--- config.mk ---
export PLATFORM = sky130hd
export DESIGN_NAME = ucti_top
export DESIGN_NICKNAME = d
export VERILOG_FILES = /design/src/ucti_pkg.sv /design/src/ucti_delay_cnt.sv /design/src/ucti_top.sv
export VERILOG_INCLUDE_DIRS = /design/src
export SDC_FILE = /design/constraint.sdc
export NUM_CORES = 1
export LEC_CHECK = 0
export BUFFER_PORTS_ARGS = -buffer_cell sky130_fd_sc_hd__buf_2
export CAP_MARGIN = 20
export CORE_MARGIN = 4
export CORE_UTILIZATION = 48
export CTS_BUF_LIST = sky130_fd_sc_hd__clkbuf_4
export DETAILED_ROUTE_END_ITERATION = 8
export PLACE_DENSITY = 0.81
export SLEW_MARGIN = 40
export SYNTH_ARGS = -nofsm -noshare
export SYNTH_HDL_FRONTEND = slang
export SYNTH_SLANG_ARGS = --single-unit
--- constraint.sdc ---
create_clock -name CLK -period 2.1 [get_ports CLK]
set_clock_uncertainty 0.2 [all_clocks]
set_input_delay 0.315 -clock CLK [delete_from_list [all_inputs] [get_ports CLK]]
set_output_delay 0.315 -clock CLK [all_outputs]
set_load 0.02 [all_outputs]
--- src/ucti_defines.svh ---
// Register offsets, field positions, reset values and counts of the block
`ifndef UCTI_DEFINES_SVH
`define UCTI_DEFINES_SVH

// Register byte offsets
`define UCTI_CTRL1_OFS     12'h000
`define UCTI_AUX_OFS       12'h004
`define UCTI_FLAG_OFS      12'h008
`define UCTI_STATE_OFS     12'h00c

// Control register one reset value and masks
`define UCTI_CTRL1_RST     32'h0000_0000
`define UCTI_CTRL1_WMASK   32'h1fff_ffff
`define UCTI_CTRL1_LOCKED  32'h13ff_8e00

// Control register one field positions
`define UCTI_B_WLEN_HI     28
`define UCTI_B_EOB_IE      27
`define UCTI_B_RTO_IE      26
`define UCTI_B_DRIVE_ASSERT_DELAY_LSB    21
`define UCTI_B_DRIVE_RELEASE_DELAY_LSB    16
`define UCTI_B_OVERSAMPLE_SELECT       15
`define UCTI_B_CM_IE       14
`define UCTI_B_MUTE        13
`define UCTI_B_WLEN_LO     12
`define UCTI_B_WAKE        11
`define UCTI_B_PAR_ON      10
`define UCTI_B_PAR_ODD     9
`define UCTI_B_PE_IE       8
`define UCTI_B_TXE_IE      7
`define UCTI_B_TC_IE       6
`define UCTI_B_RECEIVE_NOT_EMPTY_FLAG_IE     5
`define UCTI_B_IDLE_IE     4
`define UCTI_B_TX_ON       3
`define UCTI_B_RX_ON       2
`define UCTI_B_STOP_WAKE   1
`define UCTI_B_UNIT_ON     0

// Auxiliary enable register fields
`define UCTI_AUX_RST       3'h0
`define UCTI_B_CTS_IE      0
`define UCTI_B_LBD_IE      1
`define UCTI_B_WUF_IE      2

// Flag register: transmitter acknowledge position
`define UCTI_B_TE_ACK      12

// Sample periods in one bit
`define UCTI_OS16_SAMPLES  5'h10
`define UCTI_OS8_SAMPLES   5'h08

`endif

--- src/ucti_pkg.sv ---
// Types shared by the control and interrupt block
package ucti_pkg;

  // Event flags from the transceiver core
  typedef struct packed {
    logic end_block_flag;
    logic rx_timeout_flag;
    logic wakeup_flag;
    logic char_match_flag;
    logic lbd;
    logic pe;
    logic idle;
    logic overrun_error_flag;
    logic receive_not_empty_flag;
    logic tc;
    logic cts;
    logic transmit_empty_flag;
  } ucti_flags_s;

  // Frame configuration handed to the core
  typedef struct packed {
    logic word_9bit;
    logic oversample_select;
    logic parity_on;
    logic parity_odd_select;
    logic mute_allow;
    logic wake_addr;
  } ucti_cfg_s;

  // Driver enable sequencer states
  typedef enum logic [4:0] {
    DS_IDLE    = 5'b00001,
    DS_GUARD   = 5'b00010,
    DS_ASSERT  = 5'b00100,
    DS_SEND    = 5'b01000,
    DS_RELEASE = 5'b10000
  } ucti_drv_state_e;

endpackage

--- src/ucti_delay_cnt.sv ---
// Sample-period delay counter for driver enable and guard timing
`timescale 1ns/100ps
module ucti_delay_cnt #(
  parameter int WIDTH = 5
) (
  input  wire logic             clk,
  input  wire logic             srst,
  input  wire logic             ce,
  input  wire logic             load,
  input  wire logic [WIDTH-1:0] value,
  input  wire logic             clr,
  input  wire logic             tick,
  output logic                  done
);
  logic             active_reg;
  logic [WIDTH-1:0] cnt_reg;

  // Refuse widths too narrow for the five-bit delay fields
  if (WIDTH < 5) begin : g_width_check
    $error("ucti_delay_cnt: WIDTH below 5");
  end

  // Load, count down on sample ticks, stop on clear
  always_ff @(posedge clk) begin
    if (srst) begin
      active_reg <= 1'b0;
      cnt_reg    <= '0;
    end else if (ce) begin
      if (clr) begin
        active_reg <= 1'b0;
        cnt_reg    <= '0;
      end else if (load) begin
        active_reg <= 1'b1;
        cnt_reg    <= value;
      end else if (active_reg && tick && cnt_reg != '0) begin
        cnt_reg <= cnt_reg - 1'b1;
      end
    end
  end

  // Delay elapsed
  assign done = active_reg && (cnt_reg == '0);
endmodule // ucti_delay_cnt

--- src/ucti_top.sv ---
// Control register, interrupt merge, wake and driver enable timing
`timescale 1ns/100ps
`include "ucti_defines.svh"
module ucti_top (
  input  wire logic                 CLK,
  input  wire logic                 SRST,
  input  wire logic                 CE,
  input  wire logic                 PSEL,
  input  wire logic                 PENABLE,
  input  wire logic                 PWRITE,
  input  wire logic [11:0]          PADDR,
  input  wire logic [31:0]          PWDATA,
  output logic [31:0]               PRDATA,
  output logic                      PREADY,
  output logic                      PSLVERR,
  input  wire ucti_pkg::ucti_flags_s EVT_FLAGS,
  input  wire logic                 SAMPLE_TICK,
  input  wire logic                 TX_DATA_PENDING,
  input  wire logic                 TX_FRAME_DONE,
  input  wire logic                 CORE_BUSY,
  input  wire logic                 SMARTCARD_MODE,
  input  wire logic                 STOP_MODE,
  input  wire logic                 CLK_SRC_OK,
  input  wire logic                 STANDBY,
  input  wire logic                 PREAMBLE_DONE,
  output ucti_pkg::ucti_cfg_s       FRAME_CFG,
  output logic                      RECEIVER_ON,
  output logic                      UNIT_RESET,
  output logic                      TX_GO,
  output logic                      LINE_DRIVER_ENABLE,
  output logic                      PREAMBLE_REQ,
  output logic                      TRANSMITTER_ON_ACK,
  output logic                      IRQ,
  output logic                      STOP_WAKE
);
  import ucti_pkg::*;

  logic [31:0]     ctrl_reg;
  logic [2:0]      aux_reg;
  logic [31:0]     ctrl_next;
  logic            wr_en;
  logic            setup;
  logic            hit;
  logic [31:0]     rd_next;
  ucti_flags_s     flags_q;
  logic            unit_on;
  logic            te_prev_reg;
  logic            te_rise;
  ucti_drv_state_e state_reg;
  ucti_drv_state_e state_next;
  logic            cnt_load;
  logic [4:0]      cnt_value;
  logic            cnt_done;
  logic            irq_next;
  logic            wake_next;
  logic            pwr_rst;
  logic [4:0]      bit_samples;

  // Standby drops all state like a power-on reset
  assign pwr_rst = SRST | STANDBY;
  assign unit_on = ctrl_reg[`UCTI_B_UNIT_ON];

  // Address decode of the four word registers
  function automatic logic addr_hit(input logic [11:0] a);
    addr_hit = (a == `UCTI_CTRL1_OFS) || (a == `UCTI_AUX_OFS) ||
               (a == `UCTI_FLAG_OFS) || (a == `UCTI_STATE_OFS);
  endfunction

  // Field extract of a five-bit delay
  function automatic logic [4:0] field5(input logic [31:0] r,
                                        input int lsb);
    field5 = r[lsb +: 5];
  endfunction

  assign setup = PSEL && !PENABLE;
  assign hit   = addr_hit(PADDR);
  assign wr_en = PSEL && PENABLE && PREADY && PWRITE && hit;

  // Locked fields keep their value while the unit is on
  always_comb begin
    ctrl_next = ctrl_reg;
    if (unit_on) begin
      ctrl_next = (ctrl_reg & `UCTI_CTRL1_LOCKED) |
                  (PWDATA & `UCTI_CTRL1_WMASK & ~`UCTI_CTRL1_LOCKED);
    end else begin
      ctrl_next = PWDATA & `UCTI_CTRL1_WMASK;
    end
  end

  // Control register one
  always_ff @(posedge CLK) begin
    if (pwr_rst) begin
      ctrl_reg <= `UCTI_CTRL1_RST;
    end else if (CE) begin
      if (wr_en && PADDR == `UCTI_CTRL1_OFS) begin
        ctrl_reg <= ctrl_next;
      end
    end
  end

  // Auxiliary enables for events whose enables live elsewhere
  always_ff @(posedge CLK) begin
    if (pwr_rst) begin
      aux_reg <= `UCTI_AUX_RST;
    end else if (CE) begin
      if (wr_en && PADDR == `UCTI_AUX_OFS) begin
        aux_reg <= PWDATA[2:0];
      end
    end
  end

  // Flags read as default while the unit is off
  assign flags_q = unit_on ? EVT_FLAGS : '0;

  // Read data mux
  always_comb begin
    rd_next = 32'h0000_0000;
    case (PADDR)
      `UCTI_CTRL1_OFS: rd_next = ctrl_reg;
      `UCTI_AUX_OFS:   rd_next = {29'h0000_0000, aux_reg};
      `UCTI_FLAG_OFS:  rd_next = {19'h0_0000, TRANSMITTER_ON_ACK,
                                  flags_q};
      `UCTI_STATE_OFS: rd_next = {25'h000_0000, PREAMBLE_REQ,
                                  LINE_DRIVER_ENABLE, 5'(state_reg)} ;
      default:         rd_next = 32'h0000_0000;
    endcase
  end

  // Zero-wait APB answer, read data captured in the setup cycle
  always_ff @(posedge CLK) begin
    if (pwr_rst) begin
      PREADY  <= 1'b0;
      PSLVERR <= 1'b0;
      PRDATA  <= 32'h0000_0000;
    end else if (CE) begin
      PREADY  <= setup;
      PSLVERR <= setup && !hit;
      if (setup) begin
        PRDATA <= PWRITE ? 32'h0000_0000 : rd_next;
      end
    end
  end

  // Frame settings move to the core only between bytes
  always_ff @(posedge CLK) begin
    if (pwr_rst) begin
      FRAME_CFG <= '0;
    end else if (CE) begin
      if (!CORE_BUSY) begin
        FRAME_CFG.word_9bit <= ctrl_reg[`UCTI_B_WLEN_LO] &
                               !ctrl_reg[`UCTI_B_WLEN_HI];
        FRAME_CFG.oversample_select <= ctrl_reg[`UCTI_B_OVERSAMPLE_SELECT];
        FRAME_CFG.parity_on <= ctrl_reg[`UCTI_B_PAR_ON];
        FRAME_CFG.parity_odd_select <= ctrl_reg[`UCTI_B_PAR_ODD];
        FRAME_CFG.mute_allow <= ctrl_reg[`UCTI_B_MUTE];
        FRAME_CFG.wake_addr <= ctrl_reg[`UCTI_B_WAKE];
      end
    end
  end

  // Unit and receiver controls to the core
  always_ff @(posedge CLK) begin
    if (pwr_rst) begin
      RECEIVER_ON        <= 1'b0;
      UNIT_RESET         <= 1'b1;
      TRANSMITTER_ON_ACK <= 1'b0;
      te_prev_reg        <= 1'b0;
    end else if (CE) begin
      RECEIVER_ON        <= unit_on && ctrl_reg[`UCTI_B_RX_ON];
      UNIT_RESET         <= !unit_on;
      TRANSMITTER_ON_ACK <= unit_on && ctrl_reg[`UCTI_B_TX_ON];
      te_prev_reg        <= ctrl_reg[`UCTI_B_TX_ON];
    end
  end

  assign te_rise = ctrl_reg[`UCTI_B_TX_ON] && !te_prev_reg;
  assign bit_samples = ctrl_reg[`UCTI_B_OVERSAMPLE_SELECT] ? `UCTI_OS8_SAMPLES
                                               : `UCTI_OS16_SAMPLES;

  // Driver enable sequencer
  always_comb begin
    state_next = state_reg;
    cnt_load   = 1'b0;
    cnt_value  = field5(ctrl_reg, `UCTI_B_DRIVE_ASSERT_DELAY_LSB);
    case (state_reg)
      DS_IDLE: begin
        if (te_rise && SMARTCARD_MODE) begin
          state_next = DS_GUARD;
          cnt_load   = 1'b1;
          cnt_value  = bit_samples;
        end else if (TX_DATA_PENDING && TRANSMITTER_ON_ACK) begin
          state_next = DS_ASSERT;
          cnt_load   = 1'b1;
        end
      end
      DS_GUARD: begin
        if (cnt_done) begin
          state_next = DS_IDLE;
        end
      end
      DS_ASSERT: begin
        if (cnt_done) begin
          state_next = DS_SEND;
        end
      end
      DS_SEND: begin
        if (TX_FRAME_DONE && !TX_DATA_PENDING) begin
          state_next = DS_RELEASE;
          cnt_load   = 1'b1;
          cnt_value  = field5(ctrl_reg, `UCTI_B_DRIVE_RELEASE_DELAY_LSB);
        end
      end
      DS_RELEASE: begin
        if (cnt_done && TX_DATA_PENDING) begin
          state_next = DS_ASSERT;
          cnt_load   = 1'b1;
        end else if (cnt_done) begin
          state_next = DS_IDLE;
        end
      end
      default: state_next = DS_IDLE;
    endcase
    if (!unit_on || !ctrl_reg[`UCTI_B_TX_ON]) begin
      state_next = DS_IDLE;
      cnt_load   = 1'b0;
    end
  end

  ucti_delay_cnt #(
    .WIDTH (5)
  ) u_delay (
    .clk   (CLK),
    .srst  (pwr_rst),
    .ce    (CE),
    .load  (cnt_load),
    .value (cnt_value),
    .clr   (!unit_on),
    .tick  (SAMPLE_TICK),
    .done  (cnt_done)
  );

  // Sequencer state and line outputs
  always_ff @(posedge CLK) begin
    if (pwr_rst) begin
      state_reg          <= DS_IDLE;
      TX_GO              <= 1'b0;
      LINE_DRIVER_ENABLE <= 1'b0;
    end else if (CE) begin
      state_reg          <= state_next;
      TX_GO              <= (state_next == DS_SEND);
      LINE_DRIVER_ENABLE <= (state_next == DS_ASSERT) ||
                            (state_next == DS_SEND) ||
                            (state_next == DS_RELEASE);
    end
  end

  // Preamble request: set wins over the core's done
  always_ff @(posedge CLK) begin
    if (pwr_rst) begin
      PREAMBLE_REQ <= 1'b0;
    end else if (CE) begin
      if (!unit_on) begin
        PREAMBLE_REQ <= 1'b0;
      end else if (te_rise && !SMARTCARD_MODE && CORE_BUSY) begin
        PREAMBLE_REQ <= 1'b1;
      end else if (PREAMBLE_DONE) begin
        PREAMBLE_REQ <= 1'b0;
      end
    end
  end

  // Merge of all enabled events; stop wake comes only from the receive not empty and wakeup events
  always_comb begin
    irq_next = (flags_q.transmit_empty_flag  && ctrl_reg[`UCTI_B_TXE_IE])  ||
               (flags_q.tc   && ctrl_reg[`UCTI_B_TC_IE])   ||
               (flags_q.pe   && ctrl_reg[`UCTI_B_PE_IE])   ||
               (flags_q.idle && ctrl_reg[`UCTI_B_IDLE_IE]) ||
               ((flags_q.receive_not_empty_flag || flags_q.overrun_error_flag) &&
                ctrl_reg[`UCTI_B_RECEIVE_NOT_EMPTY_FLAG_IE])                 ||
               (flags_q.char_match_flag  && ctrl_reg[`UCTI_B_CM_IE])   ||
               (flags_q.rx_timeout_flag && ctrl_reg[`UCTI_B_RTO_IE])  ||
               (flags_q.end_block_flag && ctrl_reg[`UCTI_B_EOB_IE])  ||
               (flags_q.cts  && aux_reg[`UCTI_B_CTS_IE])   ||
               (flags_q.lbd  && aux_reg[`UCTI_B_LBD_IE])   ||
               (flags_q.wakeup_flag  && aux_reg[`UCTI_B_WUF_IE]);
    wake_next = STOP_MODE && CLK_SRC_OK &&
                ctrl_reg[`UCTI_B_STOP_WAKE] &&
                ((flags_q.receive_not_empty_flag && ctrl_reg[`UCTI_B_RECEIVE_NOT_EMPTY_FLAG_IE]) ||
                 (flags_q.wakeup_flag && aux_reg[`UCTI_B_WUF_IE]));
  end

  // Registered interrupt and stop wake outputs
  always_ff @(posedge CLK) begin
    if (pwr_rst) begin
      IRQ       <= 1'b0;
      STOP_WAKE <= 1'b0;
    end else if (CE) begin
      IRQ       <= irq_next;
      STOP_WAKE <= wake_next;
    end
  end

  // Checks
  chk_locked_fields: assert property (@(posedge CLK) disable iff (SRST)
    CE && !STANDBY && unit_on && wr_en && PADDR == `UCTI_CTRL1_OFS |=>
    (ctrl_reg & `UCTI_CTRL1_LOCKED) == ($past(ctrl_reg) & `UCTI_CTRL1_LOCKED))
    else $error("locked field changed while unit on");

  chk_reserved_zero: assert property (@(posedge CLK) disable iff (SRST)
    ctrl_reg[31:29] == 3'h0)
    else $error("reserved control bits not zero");

  chk_irq_rx_merge: assert property (@(posedge CLK) disable iff (SRST)
    CE && !STANDBY && unit_on && ctrl_reg[`UCTI_B_RECEIVE_NOT_EMPTY_FLAG_IE] &&
    EVT_FLAGS.overrun_error_flag |=> IRQ)
    else $error("overrun did not raise interrupt");

  chk_irq_masked: assert property (@(posedge CLK) disable iff (SRST)
    CE && !STANDBY && (ctrl_reg[8:4] == 5'h00) &&
    ctrl_reg[27:26] == 2'h0 && !ctrl_reg[14] && aux_reg == 3'h0 |=> !IRQ)
    else $error("interrupt without an enable");

  chk_eob_irq: assert property (@(posedge CLK) disable iff (SRST)
    CE && !STANDBY && unit_on && ctrl_reg[`UCTI_B_EOB_IE] &&
    EVT_FLAGS.end_block_flag |=> IRQ)
    else $error("end of block did not raise interrupt");

  chk_stop_wake: assert property (@(posedge CLK) disable iff (SRST)
    CE && !STANDBY && !CLK_SRC_OK |=> !STOP_WAKE)
    else $error("stop wake with unsuitable clock");

  chk_de_before_go: assert property (@(posedge CLK) disable iff (SRST)
    $rose(TX_GO) |-> LINE_DRIVER_ENABLE && $past(LINE_DRIVER_ENABLE))
    else $error("start allowed without driver enable lead");

  chk_release_hold: assert property (@(posedge CLK) disable iff (SRST)
    state_reg == DS_RELEASE |-> !TX_GO)
    else $error("data sent during release delay");

  chk_unit_off: assert property (@(posedge CLK) disable iff (SRST)
    CE && !unit_on |=> !LINE_DRIVER_ENABLE && !TX_GO && UNIT_RESET)
    else $error("outputs active with unit off");

  chk_rx_on: assert property (@(posedge CLK) disable iff (SRST)
    CE && !STANDBY && !ctrl_reg[`UCTI_B_RX_ON] |=> !RECEIVER_ON)
    else $error("receiver on while disabled");

  chk_cfg_hold: assert property (@(posedge CLK) disable iff (SRST)
    CORE_BUSY && !STANDBY |=> $stable(FRAME_CFG))
    else $error("frame settings changed mid byte");

  chk_guard_wait: assert property (@(posedge CLK) disable iff (SRST)
    state_reg == DS_GUARD |-> ##1 !TX_GO)
    else $error("smartcard start inside guard bit");

endmodule // ucti_top

# Word level (Yosys, flattened, before mapping)
# Cells that the tools add are included.
# W data, S select, Z words.
[word_totals]
ff_bits = 95
input_bits = 71
output_inout_bits = 48
word_cells = 143
[op_classes]
addsub = 1
eq_ne = 14
n_mux = 30
bitwise_logic = 4
reduce_logical = 71
[ops]
columns = ["op", "n"]
rows = [
  ["$pmux W32 S4", 1],
  ["$mux W5", 13],
  ["$logic_and A1 B1 Y1", 35],
  ["$mux W32", 1],
  ["$mux W29", 1],
  ["$or A29 B28 Y29", 1],
  ["$pmux W5 S5", 1],
  ["$eq A12 B4 Y1 const B", 2],
  ["$logic_or A1 B1 Y1", 18],
  ["$reduce_and A2 Y1", 7],
  ["$eq A12 B3 Y1 const B", 1],
  ["$logic_not A12 Y1", 1],
  ["$mux W12", 1],
  ["$eq A5 B3 Y1 const B", 2],
  ["$eq A5 B4 Y1 const B", 2],
  ["$eq A5 B5 Y1 const B", 2],
  ["$mux W1", 10],
  ["$pmux W5 S2", 1],
  ["$logic_not A1 Y1", 8],
  ["$eq A5 B1 Y1 const B", 1],
  ["$eq A5 B2 Y1 const B", 1],
  ["$logic_not A5 Y1", 1],
  ["$reduce_bool A5 Y1", 1],
  ["$sub A5 B1 Y5 const B", 1],
  ["other kinds (7)", 7],
]

# Longest topological paths before layout
# Gate-level depths: netlist of the first run.
[depth]
ltp_word = 12
mapped_depth = 8
ltp_nobuf = 8

# Modules after synthesis
# A second synthesis of the first run with hierarchy kept.
[hier_totals]
cells_unflattened = 441
hier_area_um2 = 3990.1
[by_module_without_submodules]
columns = ["module", "n_inst", "cells_each", "area_per_inst_um2", "seq_area_each_um2"]
rows = [
  ["ucti_top", 1, 394, 3594.7, 1661.6],
  ["ucti_delay_cnt", 1, 47, 395.4, 120.1],
]

# Least setup slack after synthesis of the first run
# OpenSTA, ideal clock, no wires.
[synth_timing]
kind = "input port to flip-flop"
from = "in PADDR[5]"
to = "reg ctrl_reg[22]"
setup_time_ns = 0.128
t_arrival_ns = 1.857
required_time_ns = 1.772
path_slack_ns = -0.084
cell_stages = 8
n_path_buf = 2
path_cell_list = "nor4_2 -> nand3_2 -> nor4_4 -> and2_1 -> buf_4 -> buf_6 -> mux2i_1 -> nor2_1"
[synth_between]
elab_chain_len = 7
elab_cells_between_ends = 10
classes_between = "3 x eq/ne; 7 x reduce/logical"
[synth_rtl]
columns = ["item", "line_no", "source"]
rows = [
  ["start, declared", "ucti_top.sv:11", "input wire logic [11:0] PADDR,"],
  ["$eq A12 B3 Y1 / $logic_not A12 Y1 (equally long branches)", "--", ""],
  ["$logic_or A1 B1 Y1 (3 in a row)", "ucti_top.sv:65", "addr_hit = (a == `UCTI_CTRL1_OFS) || (a == `UCTI_AUX_OFS) ||"],
  ["$logic_and A1 B1 Y1", "ucti_top.sv:77", "assign wr_en = PSEL && PENABLE && PREADY && PWRITE && hit;"],
  ["$logic_and A1 B1 Y1 (no line) *", "--", ""],
  ["$reduce_and A2 Y1 (no line) *", "--", ""],
  ["end signal, assigned", "ucti_top.sv:93", "ctrl_reg <= `UCTI_CTRL1_RST;"],
  ["end signal, assigned", "ucti_top.sv:96", "ctrl_reg <= ctrl_next;"],
  ["end, declared", "ucti_top.sv:38", "logic [31:0] ctrl_reg;"],
]
# Every way passes the cells marked *; elsewhere a longest branch is shown, timed or not.
# A chain may end at the register's enable or synchronous reset.

# Final worst setup path of the first run
[layout_timing]
from = "reg u_delay.cnt_reg[0]"
to = "reg u_delay.cnt_reg[4]"
[layout_between]
elab_chain_len = 8
elab_cells_between_ends = 14
classes_between = "1 x add/sub; 1 x eq/ne; 6 x mux; 6 x reduce/logical"
[layout_rtl]
columns = ["item", "line_no", "source"]
rows = [
  ["start, declared", "ucti_delay_cnt.sv:16", "logic [WIDTH-1:0] cnt_reg;"],
  ["start signal, assigned", "ucti_delay_cnt.sv:34", "cnt_reg <= value;"],
  ["start signal, assigned", "ucti_delay_cnt.sv:36", "cnt_reg <= cnt_reg - 1'b1;"],
  ["$logic_not A5 Y1", "ucti_delay_cnt.sv:42", "assign done = active_reg && (cnt_reg == '0);"],
  ["$logic_and A1 B1 Y1", "ucti_delay_cnt.sv:42", ""],
  ["$logic_and A1 B1 Y1", "ucti_top.sv:214", "if (cnt_done && TX_DATA_PENDING) begin"],
  ["$mux W1", "ucti_top.sv:214", ""],
  ["$pmux W1 S3", "ucti_top.sv:185", "case (state_reg)"],
  ["$mux W1", "ucti_top.sv:223", "if (!unit_on || !ctrl_reg[`UCTI_B_TX_ON]) begin"],
  ["$ne A3 B1 Y1 (no line) / $mux W5 (equally long branches)", "--", ""],
  ["$reduce_and A2 Y1 (no line) / $mux W5 (equally long branches)", "--", ""],
]
# Parallel ways exist; a longest one is shown, timed or not. The select of a mux whose other input is x is not followed.

==> key figures, run 1 <==
STA
  – Post-Route Setup TNS: -285.3 ps
  – Setup ws final: -99.84 ps
  – Fmax: 0.4546 GHz
  – Slew Limit Fails: 0
  – RSZ-0062 raised after global routing: yes
  – Relative slew slack: 59.62%
  – Final clock period utilization by the worst path: 104.8%
  – Hold_ws: -14.02 ps
  – Final hold violations: 1
  – Slew @ Worst Pin: 603.5 ps
  – Minimum clock period: 2200 ps
  – Final setup viols: 4

Detailed routing
  – DRC viols: 0
  – First-pass iteration count of the detailed router: 7
  – Via count: 4312
  – Mean number of vias per cell: 5.742
  – Routed Antenna Nets: 0
  – 1st-iter DRT viols: 396
  – Total wire length: 13.48 mm
  – DR WL/cell: 17.95 um

Setup path
  – CP endpoint kind: register
  – Worst path depth: 9
  – Worst-path fanout max: 4
  – FF-to-FF End: u_delay.cnt_reg[4]$_SDFFE_PP0P_
  – Crit path buf inv count: 2
  – Kind of critical path: reg2reg
  – Cell Chain, Critical Path: inv_1, ha_1, nor4b_4, and4_4, buf_4, nor3_4, o211a_1, o2bb2ai_1, a32o_1
  – Worst Setup SP: u_delay.cnt_reg[0]$_SDFFE_PP0P_
  – Crit path max-delay family: compound AO/OA/AOI/OAI gates
  – Worst Path Required: 2270 ps
  – Startpoint types: register
  – Slowest stage delay, CP: 360 ps
  – Reg2reg start: u_delay.cnt_reg[0]$_SDFFE_PP0P_
  – Reg2reg path depth: 9
  – CP max-delay cell: dfxtp_2
  – Critical Path AT: 2370 ps
  – Worst reg2reg setup slack: -100 ps
  – Worst setup path end: u_delay.cnt_reg[4]$_SDFFE_PP0P_

Clocking
  – Clock Path Buffers: 2
  – Root Driver: clkbuf_4
  – Worst skew pair latency: 460 ps
  – CTS Buf Count: 9
  – Clock sinks: 89
  – CTS tree: yes
  – H-tree levels: 3
  – Worst-path clk slew: 160 ps

Pwr
  – Leak: 2.331 nW
  – Sequential share of power: 58.4%
  – Comb pwr share: 9.7%
  – Cell Pwr Density: 508.5 mW/mm2
  – Total power: 2.899 mW
  – Switching pwr: 0.7989 mW
  – Peak supply drop: 0.3506 mV
  – Clk network pwr share: 31.9%
  – Sw frac: 27.56%
  – Internal power: 2.100 mW

Yosys
  – Share of the synthesized area in the top cell type: 44.39%
  – Top cells by count, synth: dfxtp_1, nor2_1, mux2i_1, nand2_1, a22oi_1
  – Main area contributors after synthesis: dfxtp_1, mux2i_1, nor2_1, a22oi_1, nand2_1
  – Post-synth top area cell: dfxtp_1
  – Most instantiated library cell after synthesis: dfxtp_1
  – Post-synth top flop: dfxtp_1
  – Flops & latches, synth: 89
  – Syn Area/Cell: 8.822 um2
  – Yosys Warn Count: 0
  – Seq/Total Area, Yosys: 44.39%
  – Async set-reset flop share out of synthesis: 0%
  – Synth unique cells: 52
  – Mapped Cells: 455
  – Post-synth EDFFs: 0
  – Cell Area, Synth: 0.004014 mm2

Placed design
  – Buffers added on ports: 112
  – Placed Cells: 689
  – HPWL after DPL: 9.027 mm
  – GP Congestion: 0.9389
  – Dpl cell area: 0.004974 mm2
  – Worst slack at placement: -229.6 ps

Final layout
  – Share of cells above drive strength 1: 34.73%
  – Post-Route Utilization: 69.73%
  – Final non-filler cell total: 751
  – Nets: 713
  – Syn-to-layout area delta: 42.02%
  – Design area: 0.005700 mm2

Status
  – Status: finished, violations left
  – Failing checks: hold timing, setup timing

Floorplan
  – Die H: 99.45 um
  – I/O Pins: 119
  – Die Wd: 99.45 um
  – Initial cell density of the core: 49.10%
  – Die area: 0.009889 mm2
  – CORE AREA: 0.008175 mm2
  – # rows: 33

GRT
  – Initial antenna violation count: 0
  – Grt ovf: 0
  – Pin count of the biggest net entering global routing: 76
  – Vias in the first global route: 4116
  – First-pass GRT wire length: 20.64 mm
  – All-layer global routing usage: 26.32%

Run
  – Max Cap Viol: 0

Min path
  – Hold WC Path Type: in2reg
how the worst min path moves through the flow:
stage                                to  depth (start not counted)                     start  slack [ps]
6_report         PRDATA[7]$_SDFFE_PP0P_                          3              EVT_FLAGS[7]         -10
5_1_grt          PRDATA[7]$_SDFFE_PP0P_                          3              EVT_FLAGS[7]       0.006
4_1_cts          PRDATA[7]$_SDFFE_PP0P_                          3              EVT_FLAGS[7]           4
3_5_place_dp    PRDATA[11]$_SDFFE_PP0P_                          2   PRDATA[11]$_SDFFE_PP0P_         240
3_3_place_gp     PRDATA[0]$_SDFFE_PP0P_                          2    PRDATA[0]$_SDFFE_PP0P_         240
2_1_floorplan  te_prev_reg$_SDFFE_PP0P_                          2  te_prev_reg$_SDFFE_PP0P_         250
area by class of cell:
type,instances,area [um2]
diodes,1,2.502
clock buffers,10,75.07
clock inverters,6,48.80
fillers,610,2475
inverters,8,30.03
multi-input cells,329,2245
flip-flops and latches,89,1792
well taps,105,131.4
repair buffers,203,1376
repair_timing:
item | in CTS | in global routing
pin swaps | 5 | 16
hold endpoints to repair | 37 | 0
buffers inserted | 5 | 4
gates resized for setup | 16 | 23
gates cloned | 1 | 0
hold buffers | 35 | 0
setup endpoints to repair | 7 | 10
layer usage:
metal	wire length (um)	GRT usage, %	vias to the layer above
li1	-	-	1998
met1	5296	33.01	2018
met5	0	0	-
met3	1216	5.400	54
met2	6414	43.65	242
met4	548	11.66	0
worst register-to-register path, delay by kind of cell (launching register included):
kind                       cells  cell delay (ps)
AOI/OAI and AO/OA              3              620
adders and majority gates      1              150
buffers and inverters          2              200
DFF                            1              360
and+or+nand+nor                3              580
cell usage in the layout (no fill, tap or decap), types with 6 or more instances in the layout:
cell and instances:
mux2i_1 40, inv_1 8, nor2_1 77, a22oi_1 28
buf_2 112, clkbuf_4 10, dfxtp_1 83, o21ai_0 21
buf_4 51, dlygate4sd3_1 35, nor3_1 6, a21oi_1 21
nand3_1 6, nand2_1 37
cells by family after synthesis:
group                      count (synthesis)  share of synthesized area (%)
muxes                                     42                          10.54
and+or+nand+nor                          172                          20.51
DFF                                       89                          44.39
other                                      1                        0.09343
xor gates and xnor gates                   2                         0.4365
AOI/OAI and AO/OA                        107                          18.95
buffers and inverters                     40                          4.458
adders and majority gates                  2                         0.6233
power by group through the flow:
| stage | registers [mW] | logic, mW | clock network (mW) |
|---|---|---|---|
| after floorplan | 1.73 | 0.0912 | 0 |
| after global placement | 1.73 | 0.207 | 0 |
| after detailed placement | 1.73 | 0.211 | 0 |
| after CTS | 1.69 | 0.265 | 0.919 |
| after global routing | 1.69 | 0.299 | 1.01 |
| final | 1.69 | 0.280 | 0.925 |
(Power assumes the default switching activity.)
==> run 2, diff against run 1 <==
--- a/config.mk
+++ b/config.mk
@@ -16,4 +16,5 @@
 export SLEW_MARGIN = 40
 export SYNTH_ARGS = -nofsm -noshare
 export SYNTH_HDL_FRONTEND = slang
+export SYNTH_HIERARCHICAL = 1
 export SYNTH_SLANG_ARGS = --single-unit
==> run 2 against run 1 <==
The flow finishes with violations (setup timing). Sequential share of layout area up 0.99 points. Worst setup slack got worse by 180 ps. First-iteration DRC count decreased by 43%. Die area is 0.54% lower. Global-route usage shrank 2.3 points. Clock-buffer cell count shrank 1. Synthesized area down 0.59%. Combinational power fell by 15%. Sequential power about the same.
==> key figures, run 2 <==
Min path
  – Hold WC Path Type: in2reg
  – Hold path depth: 3 (unchanged)

Setup path
  – Reg2reg path depth: 13 (+4)
  – Worst setup path end: u_delay/cnt_reg[1]$_SDFFE_PP0P_
  – Reg2reg start: u_delay/cnt_reg[1]$_SDFFE_PP0P_
  – Startpoint types: register
  – Kind of critical path: reg2reg
  – Worst reg2reg setup slack: -280 ps (-180 ps)
  – Worst Setup SP: u_delay/cnt_reg[1]$_SDFFE_PP0P_
  – CP endpoint kind: register
  – Worst-path fanout max: 5 (+1)
  – Critical Path AT: 2560 ps (+190 ps)
  – FF-to-FF End: u_delay/cnt_reg[1]$_SDFFE_PP0P_
  – Worst Path Required: 2280 ps (about the same)

Floorplan
  – I/O Pins: 119 (unchanged)
  – Initial cell density of the core: 50.59% (+1.5 points)
  – Die H: 99.18 um (-0.27%)
  – # rows: 32 (-3.0%)
  – CORE AREA: 0.007888 mm2 (-3.5%)
  – Die Wd: 99.18 um (-0.27%)
  – Die area: 0.009836 mm2 (-0.54%)

Yosys
  – Yosys Warn Count: 6 (+6)
  – Main area contributors after synthesis: dfxtp_1, mux2i_1, nor2_1, a22o_1, a22oi_1
  – Async set-reset flop share out of synthesis: 0% (unchanged)
  – Post-synth EDFFs: 0 (unchanged)
  – Post-synth top area cell: dfxtp_1
  – Largest family of logic cells by synthesized area: compound AO/OA/AOI/OAI gates
  – Compound-Gate Fraction of Synth Area: 19.60% (+0.65 points)
  – Top cells by count, synth: dfxtp_1, nor2_1, mux2i_1, nand2_1, o21ai_0
  – Share of the synthesized area in the top cell type: 44.65% (+0.26 points)
  – Synth unique cells: 56 (+7.7%)
  – Seq/Total Area, Yosys: 44.65% (+0.26 points)
  – Mapped Cells: 441 (-3.1%)
  – Multiplexer share of the synthesized area: 9.784% (-0.75 points)
  – Post-synth top flop: dfxtp_1
  – Flops & latches, synth: 89 (unchanged)
  – Syn Area/Cell: 9.048 um2 (+2.6%)
  – Cell Area, Synth: 0.003990 mm2 (-0.59%)
  – Simple-Gate Fraction of Synth Area: 19.54% (-0.98 points)
  – Post-Synth Adder-Cell Area: 0.3136% (-0.31 points)
  – XOR/XNOR Fraction of Synth Area: 1.098% (+0.66 points)
  – Most instantiated library cell after synthesis: dfxtp_1

Run
  – Max Cap Viol: 0 (unchanged)

STA
  – Hold_ws: 7.669 ps (+21.69 ps)
  – Final hold violations: 0 (-1)
  – Final clock period utilization by the worst path: 113.4% (+8.6 points)
  – RSZ-0062 raised after global routing: yes
  – Slew Limit Fails: 0 (unchanged)
  – Final setup viols: 6 (+2)
  – Minimum clock period: 2381 ps (+180.9 ps)
  – Fmax: 0.4200 GHz (-7.6%)
  – Setup ws final: -280.8 ps (-180.9 ps)

Final layout
  – Syn-to-layout area delta: 37.91%
  – Most common cell after layout, fill and taps aside: buf_2
  – Post-Route Utilization: 69.77% (about the same)
  – Share of cells above drive strength 1: 34.13% (-0.60 points)
  – Final non-filler cell total: 732 (-2.5%)
  – Commonest non-fill, non-tap cells in the layout: buf_2, dfxtp_1, nor2_1
  – Antenna cells: 0 (-1)
  – Nets: 697 (-2.2%)

Detailed routing
  – 1st-iter DRT viols: 227 (-43%)
  – DR WL/cell: 16.44 um (-8.4%)
  – DRC viols: 0 (unchanged)
  – First-pass iteration count of the detailed router: 6 (-1)
  – Via count: 4065 (-5.7%)
  – Mean number of vias per cell: 5.553 (-3.3%)
  – Routed Antenna Nets: 0 (unchanged)
  – Total wire length: 12.03 mm (-11%)

Clocking
  – H-tree levels: 3 (unchanged)
  – Worst-path clk slew: 150 ps (about the same)
  – Clock Path Buffers: 2 (unchanged)
  – Worst skew pair latency: 430 ps (-30 ps)
  – CTS Buf Count: 9 (unchanged)
  – Root Driver: clkbuf_4
  – CTS tree: yes
  – Clock sinks: 89 (unchanged)

GRT
  – All-layer global routing usage: 24.02% (-2.3 points)
  – First-pass GRT wire length: 19.26 mm (-6.7%)
  – Grt ovf: 0 (unchanged)
  – Initial antenna violation count: 0 (unchanged)
  – Vias in the first global route: 4088 (-0.68%)
  – Pin count of the biggest net entering global routing: 34 (-55%)

Pwr
  – Total power: 2.823 mW (-2.6%)
  – Cell Pwr Density: 513.0 mW/mm2 (+0.88%)
  – Leak: 2.245 nW (-3.7%)
  – Peak supply drop: 0.4362 mV (+24%)

Placed design
  – Placed Cells: 676 (-1.9%)
  – HPWL after DPL: 8.702 mm (-3.6%)
  – Worst slack at placement: -216.3 ps (+13.31 ps)
  – GP Congestion: 0.9223 (-1.8%)
  – Buffers added on ports: 112 (unchanged)

Status
  – Failing checks: setup timing
  – Status: finished, violations left
## run 2: power breakdown
| part | total [mW] | switching (mW) | internal [mW] |
|---|---|---|---|
| combinational | 0.237 | 0.120 | 0.117 |
| clock | 0.895 | 0.634 | 0.261 |
| sequential | 1.69 | 0.000653 | 1.69 |
## run 2: area by class of cell
| class | count | area, um2 |
|---|---|---|
| Clock buffer | 9 | 67.56 |
| Clock inverter | 7 | 60.06 |
| Fill cell | 581 | 2385 |
| Inverter | 12 | 45.04 |
| Multi-Input combinational cell | 315 | 2100 |
| Sequential cell | 89 | 1784 |
| Tap cell | 102 | 127.6 |
| Timing Repair Buffer | 198 | 1319 |
## run 2: how the worst min path moves through the flow
stage,from,to,slack [ps]
after floorplan,CE,u_delay/active_reg$_SDFFE_PP0P_,220
final,EVT_FLAGS[10],PRDATA[10]$_SDFFE_PP0P_,8
after global routing,SMARTCARD_MODE,PREAMBLE_REQ$_SDFFE_PP0P_,30
after CTS,EVT_FLAGS[9],PRDATA[9]$_SDFFE_PP0P_,0.5
after detailed placement,PRDATA[7]$_SDFFE_PP0P_,PRDATA[7]$_SDFFE_PP0P_,250
after global placement,PRDATA[10]$_SDFFE_PP0P_,PRDATA[10]$_SDFFE_PP0P_,250
## run 2: logic make-up after synthesis
family	Yosys count
compound gates	113
xor+xnor	5
fa+ha+maj	1
buf+inv	39
flops	89
mux	39
other cells	1
simple gates	154
## run 2: worst max-delay path: stages, from the launching register on
cell	delay (ps)
dfxtp_2	350
inv_2	60
ha_4	130
nor3b_4	220
and3b_2	230
nand4_1	90
nand2_1	90
nand2_1	60
a21oi_2	150
buf_4	140
buf_6	110
a21oi_2	50
or3_4	330
a21oi_2	110
## run 2: what timing repair did
action | 4_1_cts | 5_1_grt
pin swaps | 10 | 10
buffers inserted | 3 | 5
endpoints found under the hold margin | 34 | 1
endpoints found under the setup margin | 5 | 8
hold buffers | 31 | 1
gates resized for setup | 3 | 9
## run 2: per-layer routing
| metal | vias to the layer above | share of wire [%] | routed length, um | global-route usage (%) |
|---|---|---|---|---|
| met1 | 1901 | 41 | 4916 | 29.77 |
| met4 | 0 | 2.6 | 314 | 6.933 |
| met2 | 181 | 49 | 5935 | 41.48 |
| li1 | 1951 | - | - | - |
| met5 | - | 0 | 0 | 0 |
| met3 | 32 | 7.2 | 866 | 5.750 |
## run 2: metrics by stage
| stage | setup TNS (ps) | cell area, um2 |
|---|---|---|
| 2_1_floorplan | -587.3 | 4041 |
| 3_3_place_gp | -1680 | 4945 |
| 3_5_place_dp | -5386 | 4945 |
| 4_1_cts | -972.6 | 5418 |
| 5_1_grt | -2116 | 5503 |
| 6_report | -1356 | 5503 |
==> run 3, diff against run 2 <==
--- a/config.mk
+++ b/config.mk
@@ -6,12 +6,13 @@
 export SDC_FILE = /design/constraint.sdc
 export NUM_CORES = 1
 export LEC_CHECK = 0
-export BUFFER_PORTS_ARGS = -buffer_cell sky130_fd_sc_hd__buf_2
+export ABC_AREA = 1
 export CAP_MARGIN = 20
 export CORE_MARGIN = 4
-export CORE_UTILIZATION = 48
+export CORE_UTILIZATION = 59
 export CTS_BUF_LIST = sky130_fd_sc_hd__clkbuf_4
 export DETAILED_ROUTE_END_ITERATION = 8
+export DONT_BUFFER_PORTS = 1
 export PLACE_DENSITY = 0.81
 export SLEW_MARGIN = 40
 export SYNTH_ARGS = -nofsm -noshare
==> run 3 against run 2 <==
First-iteration DRC count increased to 3.0 times the previous value. Highest routed layer unchanged. Synthesized area increased by 4.9%. Die area decreased by 14%. Final cell count increased by 6.8%. Largest cell class unchanged. Worst hold slack improved by 25 ps. Non-clock buffer count decreased by 110. The flow still finishes with violations (setup timing).
==> key figures, run 3 <==
Setup path
  – Critical Path AT: 2300 ps (-260 ps)
  – FF-to-FF End: IRQ$_SDFFE_PP0P_
  – Startpoint types: input pin
  – Worst-path fanout max: 44 (+39)
  – Reg2reg path depth: 4 (-9)
  – Worst Setup SP: STANDBY
  – Worst reg2reg setup slack: -10 ps (+270 ps)
  – Reg2reg start: IRQ$_SDFFE_PP0P_
  – Kind of critical path: in2reg
  – CP endpoint kind: register
  – Worst Path Required: 2280 ps (about the same)
  – Worst setup path end: IRQ$_SDFFE_PP0P_

Yosys
  – Post-synth EDFFs: 0 (unchanged)
  – Top cells by count, synth: nand2_1, dfxtp_1, nor2_1, a21oi_1, o21ai_0
  – Multiplexer share of the synthesized area: 0% (-9.8 points)
  – Post-synth top area cell: dfxtp_1
  – Post-synth top flop: dfxtp_1
  – Async set-reset flop share out of synthesis: 0% (unchanged)
  – Main area contributors after synthesis: dfxtp_1, nand2_1, nor2_1, a21oi_1, o21ai_0
  – Simple-Gate Fraction of Synth Area: 29.33% (+9.8 points)
  – Mapped Cells: 610 (+38%)
  – Seq/Total Area, Yosys: 42.57% (-2.1 points)
  – Share of the synthesized area in the top cell type: 42.57% (-2.1 points)
  – Cell Area, Synth: 0.004185 mm2 (+4.9%)
  – Syn Area/Cell: 6.861 um2 (-24%)
  – Synth unique cells: 39 (-30%)
  – Largest family of logic cells by synthesized area: simple AND/OR/NAND/NOR gates
  – Yosys Warn Count: 6 (unchanged)
  – Compound-Gate Fraction of Synth Area: 18.95% (-0.64 points)
  – Post-Synth Adder-Cell Area: 0.2990% (-0.015 points)
  – XOR/XNOR Fraction of Synth Area: 0.2093% (-0.89 points)
  – Flops & latches, synth: 89 (unchanged)
  – Most instantiated library cell after synthesis: nand2_1

STA
  – Slew @ Worst Pin: 722.2 ps
  – Final clock period utilization by the worst path: 101.0% (-12 points)
  – Relative slew slack: 51.68%
  – Minimum clock period: 2120 ps (-260.7 ps)
  – Final setup viols: 2 (-4)
  – Fmax: 0.4717 GHz (+12%)
  – RSZ-0062 raised after global routing: yes
  – Slew Limit Fails: 0 (unchanged)
  – Hold_ws: 32.18 ps (+24.51 ps)
  – Final hold violations: 0 (unchanged)
  – Setup ws final: -20.05 ps (+260.7 ps)

Clocking
  – Root Driver: clkbuf_4
  – H-tree levels: 3 (unchanged)
  – Worst-path clk slew: 160 ps (about the same)
  – Clock Path Buffers: 2 (unchanged)
  – Worst skew pair latency: 430 ps (about the same)
  – Clock sinks: 89 (unchanged)
  – CTS Buf Count: 9 (unchanged)
  – CTS tree: yes

Floorplan
  – Initial cell density of the core: 61.26% (+11 points)
  – I/O Pins: 119 (unchanged)
  – Die area: 0.008505 mm2 (-14%)
  – # rows: 30 (-6.3%)
  – CORE AREA: 0.006832 mm2 (-13%)
  – Die Wd: 92.23 um (-7.0%)
  – Die H: 92.23 um (-7.0%)

Placed design
  – Placed Cells: 706 (+4.4%)
  – Worst slack at placement: -45.10 ps (+171.2 ps)
  – GP Congestion: 0.9342 (+1.3%)
  – Buffers added on ports: 0 (-100%)
  – HPWL after DPL: 8.242 mm (-5.3%)

Run
  – Max Cap Viol: 0 (unchanged)

GRT
  – Initial antenna violation count: 0 (unchanged)
  – Vias in the first global route: 4435 (+8.5%)
  – All-layer global routing usage: 30.79% (+6.8 points)
  – Grt ovf: 0 (unchanged)
  – Pin count of the biggest net entering global routing: 45 (+32%)
  – First-pass GRT wire length: 20.88 mm (+8.4%)

Status
  – Failing checks: setup timing
  – Status: finished, violations left

Min path
  – Hold WC Path Type: in2reg

Final layout
  – Final non-filler cell total: 782 (+6.8%)
  – Commonest non-fill, non-tap cells in the layout: nand2_1, dfxtp_1, nor2_1
  – Multi-input logic area: 0.002151 mm2 (+2.4%)
  – Number of fill cells in the layout: 521 (-10%)
  – Share of cells above drive strength 1: 15.45% (-19 points)
  – Nets: 753 (+8.0%)
  – Sequential cell area: 0.001795 mm2 (+0.63%)
  – Most common cell after layout, fill and taps aside: nand2_1
  – Syn-to-layout area delta: 25.47%
  – Antenna cells: 0 (unchanged)

Detailed routing
  – Mean number of vias per cell: 5.752 (+3.6%)
  – Routed Antenna Nets: 0 (unchanged)
  – First-pass iteration count of the detailed router: 5 (-1)
  – DRC viols: 0 (unchanged)
  – Total wire length: 13.06 mm (+8.5%)
  – DR WL/cell: 16.70 um (+1.6%)
  – 1st-iter DRT viols: 691 (+200%)
  – Via count: 4498 (+11%)

Pwr
  – Peak supply drop: 0.4265 mV (-2.2%)
  – Cell Pwr Density: 585.5 mW/mm2 (+14%)
  – Leak: 1.992 nW (-11%)
## run 3: cell types whose count changed after synthesis, sizes merged, moves of 5 or more
cell   before  now
a21oi      24   61
a22o       19    0
a22oi      20    1
inv        12   54
mux2i      39    0
nand2      37  136
nand3       9   29
nand4       3   10
nor2       61   87
nor2b       6    0
nor3        9   17
nor3b       5    0
o21ai      24   69
o22ai       0   11
## run 3: worst max-delay path, cell delays in order
cell and delay [ps]:
nor2_2 90, buf_4 370, o21ai_0 160, dlygate4sd3_1 620
a21oi_1 150, dlygate4sd3_1 570
## run 3: area by class of cell
class / count / area share [%]
Inverter: 56 / 4.122
Tap cell: 96 / 2.287
Clock inverter: 7 / 1.882
Multi-Input combinational cell: 437 / 40.96
Clock buffer: 9 / 1.287
Sequential cell: 89 / 34.19
Timing Repair Buffer: 88 / 15.27
## run 3: how the worst min path moves through the flow
stage,startpoint,endpoint,slack [ps],cells past startpoint
after floorplan,ctrl_reg[11]$_SDFFE_PP0P_,FRAME_CFG[0]$_SDFFE_PP0P_,240,2
after global placement,CE,TRANSMITTER_ON_ACK$_SDFFE_PP0P_,210,1
after detailed placement,CE,TRANSMITTER_ON_ACK$_SDFFE_PP0P_,220,1
after CTS,CE,te_prev_reg$_SDFFE_PP0P_,6,3
after global routing,CORE_BUSY,FRAME_CFG[3]$_SDFFE_PP0P_,40,2
final,SAMPLE_TICK,u_delay/cnt_reg[3]$_SDFFE_PP0P_,30,6
## run 3: power by group
group	total [mW]	internal, mW	switching, mW	leakage [nW]
logic	0.226	0.102	0.124	1.18
registers	1.71	1.70	0.0141	0.721
clock network	1.14	0.497	0.640	0.0894
total	3.07	2.30	0.778	1.99
## run 3: per-stage QoR
| step | area [um2] | power (mW) | setup TNS [ps] | utilization [%] |
|---|---|---|---|---|
| CTS | 5136 | 3.058 | -31.30 | 75.18 |
| global placement | 4423 | 1.879 | -17.91 | 64.74 |
| floorplan | 4223 | 1.851 | 0 | - |
| finish | 5251 | 3.075 | -26.67 | 76.87 |
| detailed placement | 4423 | 1.883 | -150.9 | 64.74 |
| global route | 5251 | 3.157 | -767.1 | 76.87 |
## run 3: metal layers
metal  GRT usage, %  routed length [um]
met3          8.860                1472
met2          50.24                6165
met1          37.51                4991
met4          13.99                 429
met5              0                   0
## run 3: repair_timing
item                       4_1_cts  5_1_grt
hold buffers                    50        0
setup endpoints to repair        5        8
hold endpoints to repair        62        0
pin swaps                       10       10
resized for setup                4       26
setup buffers                    4        6
cloned                           0        0
## run 3: cell families after synthesis
kind of cell,count (synthesis)
other cells,1
xor+xnor,1
simple gates,282
buf+inv,86
compound gates,150
fa+ha+maj,1
flops,89
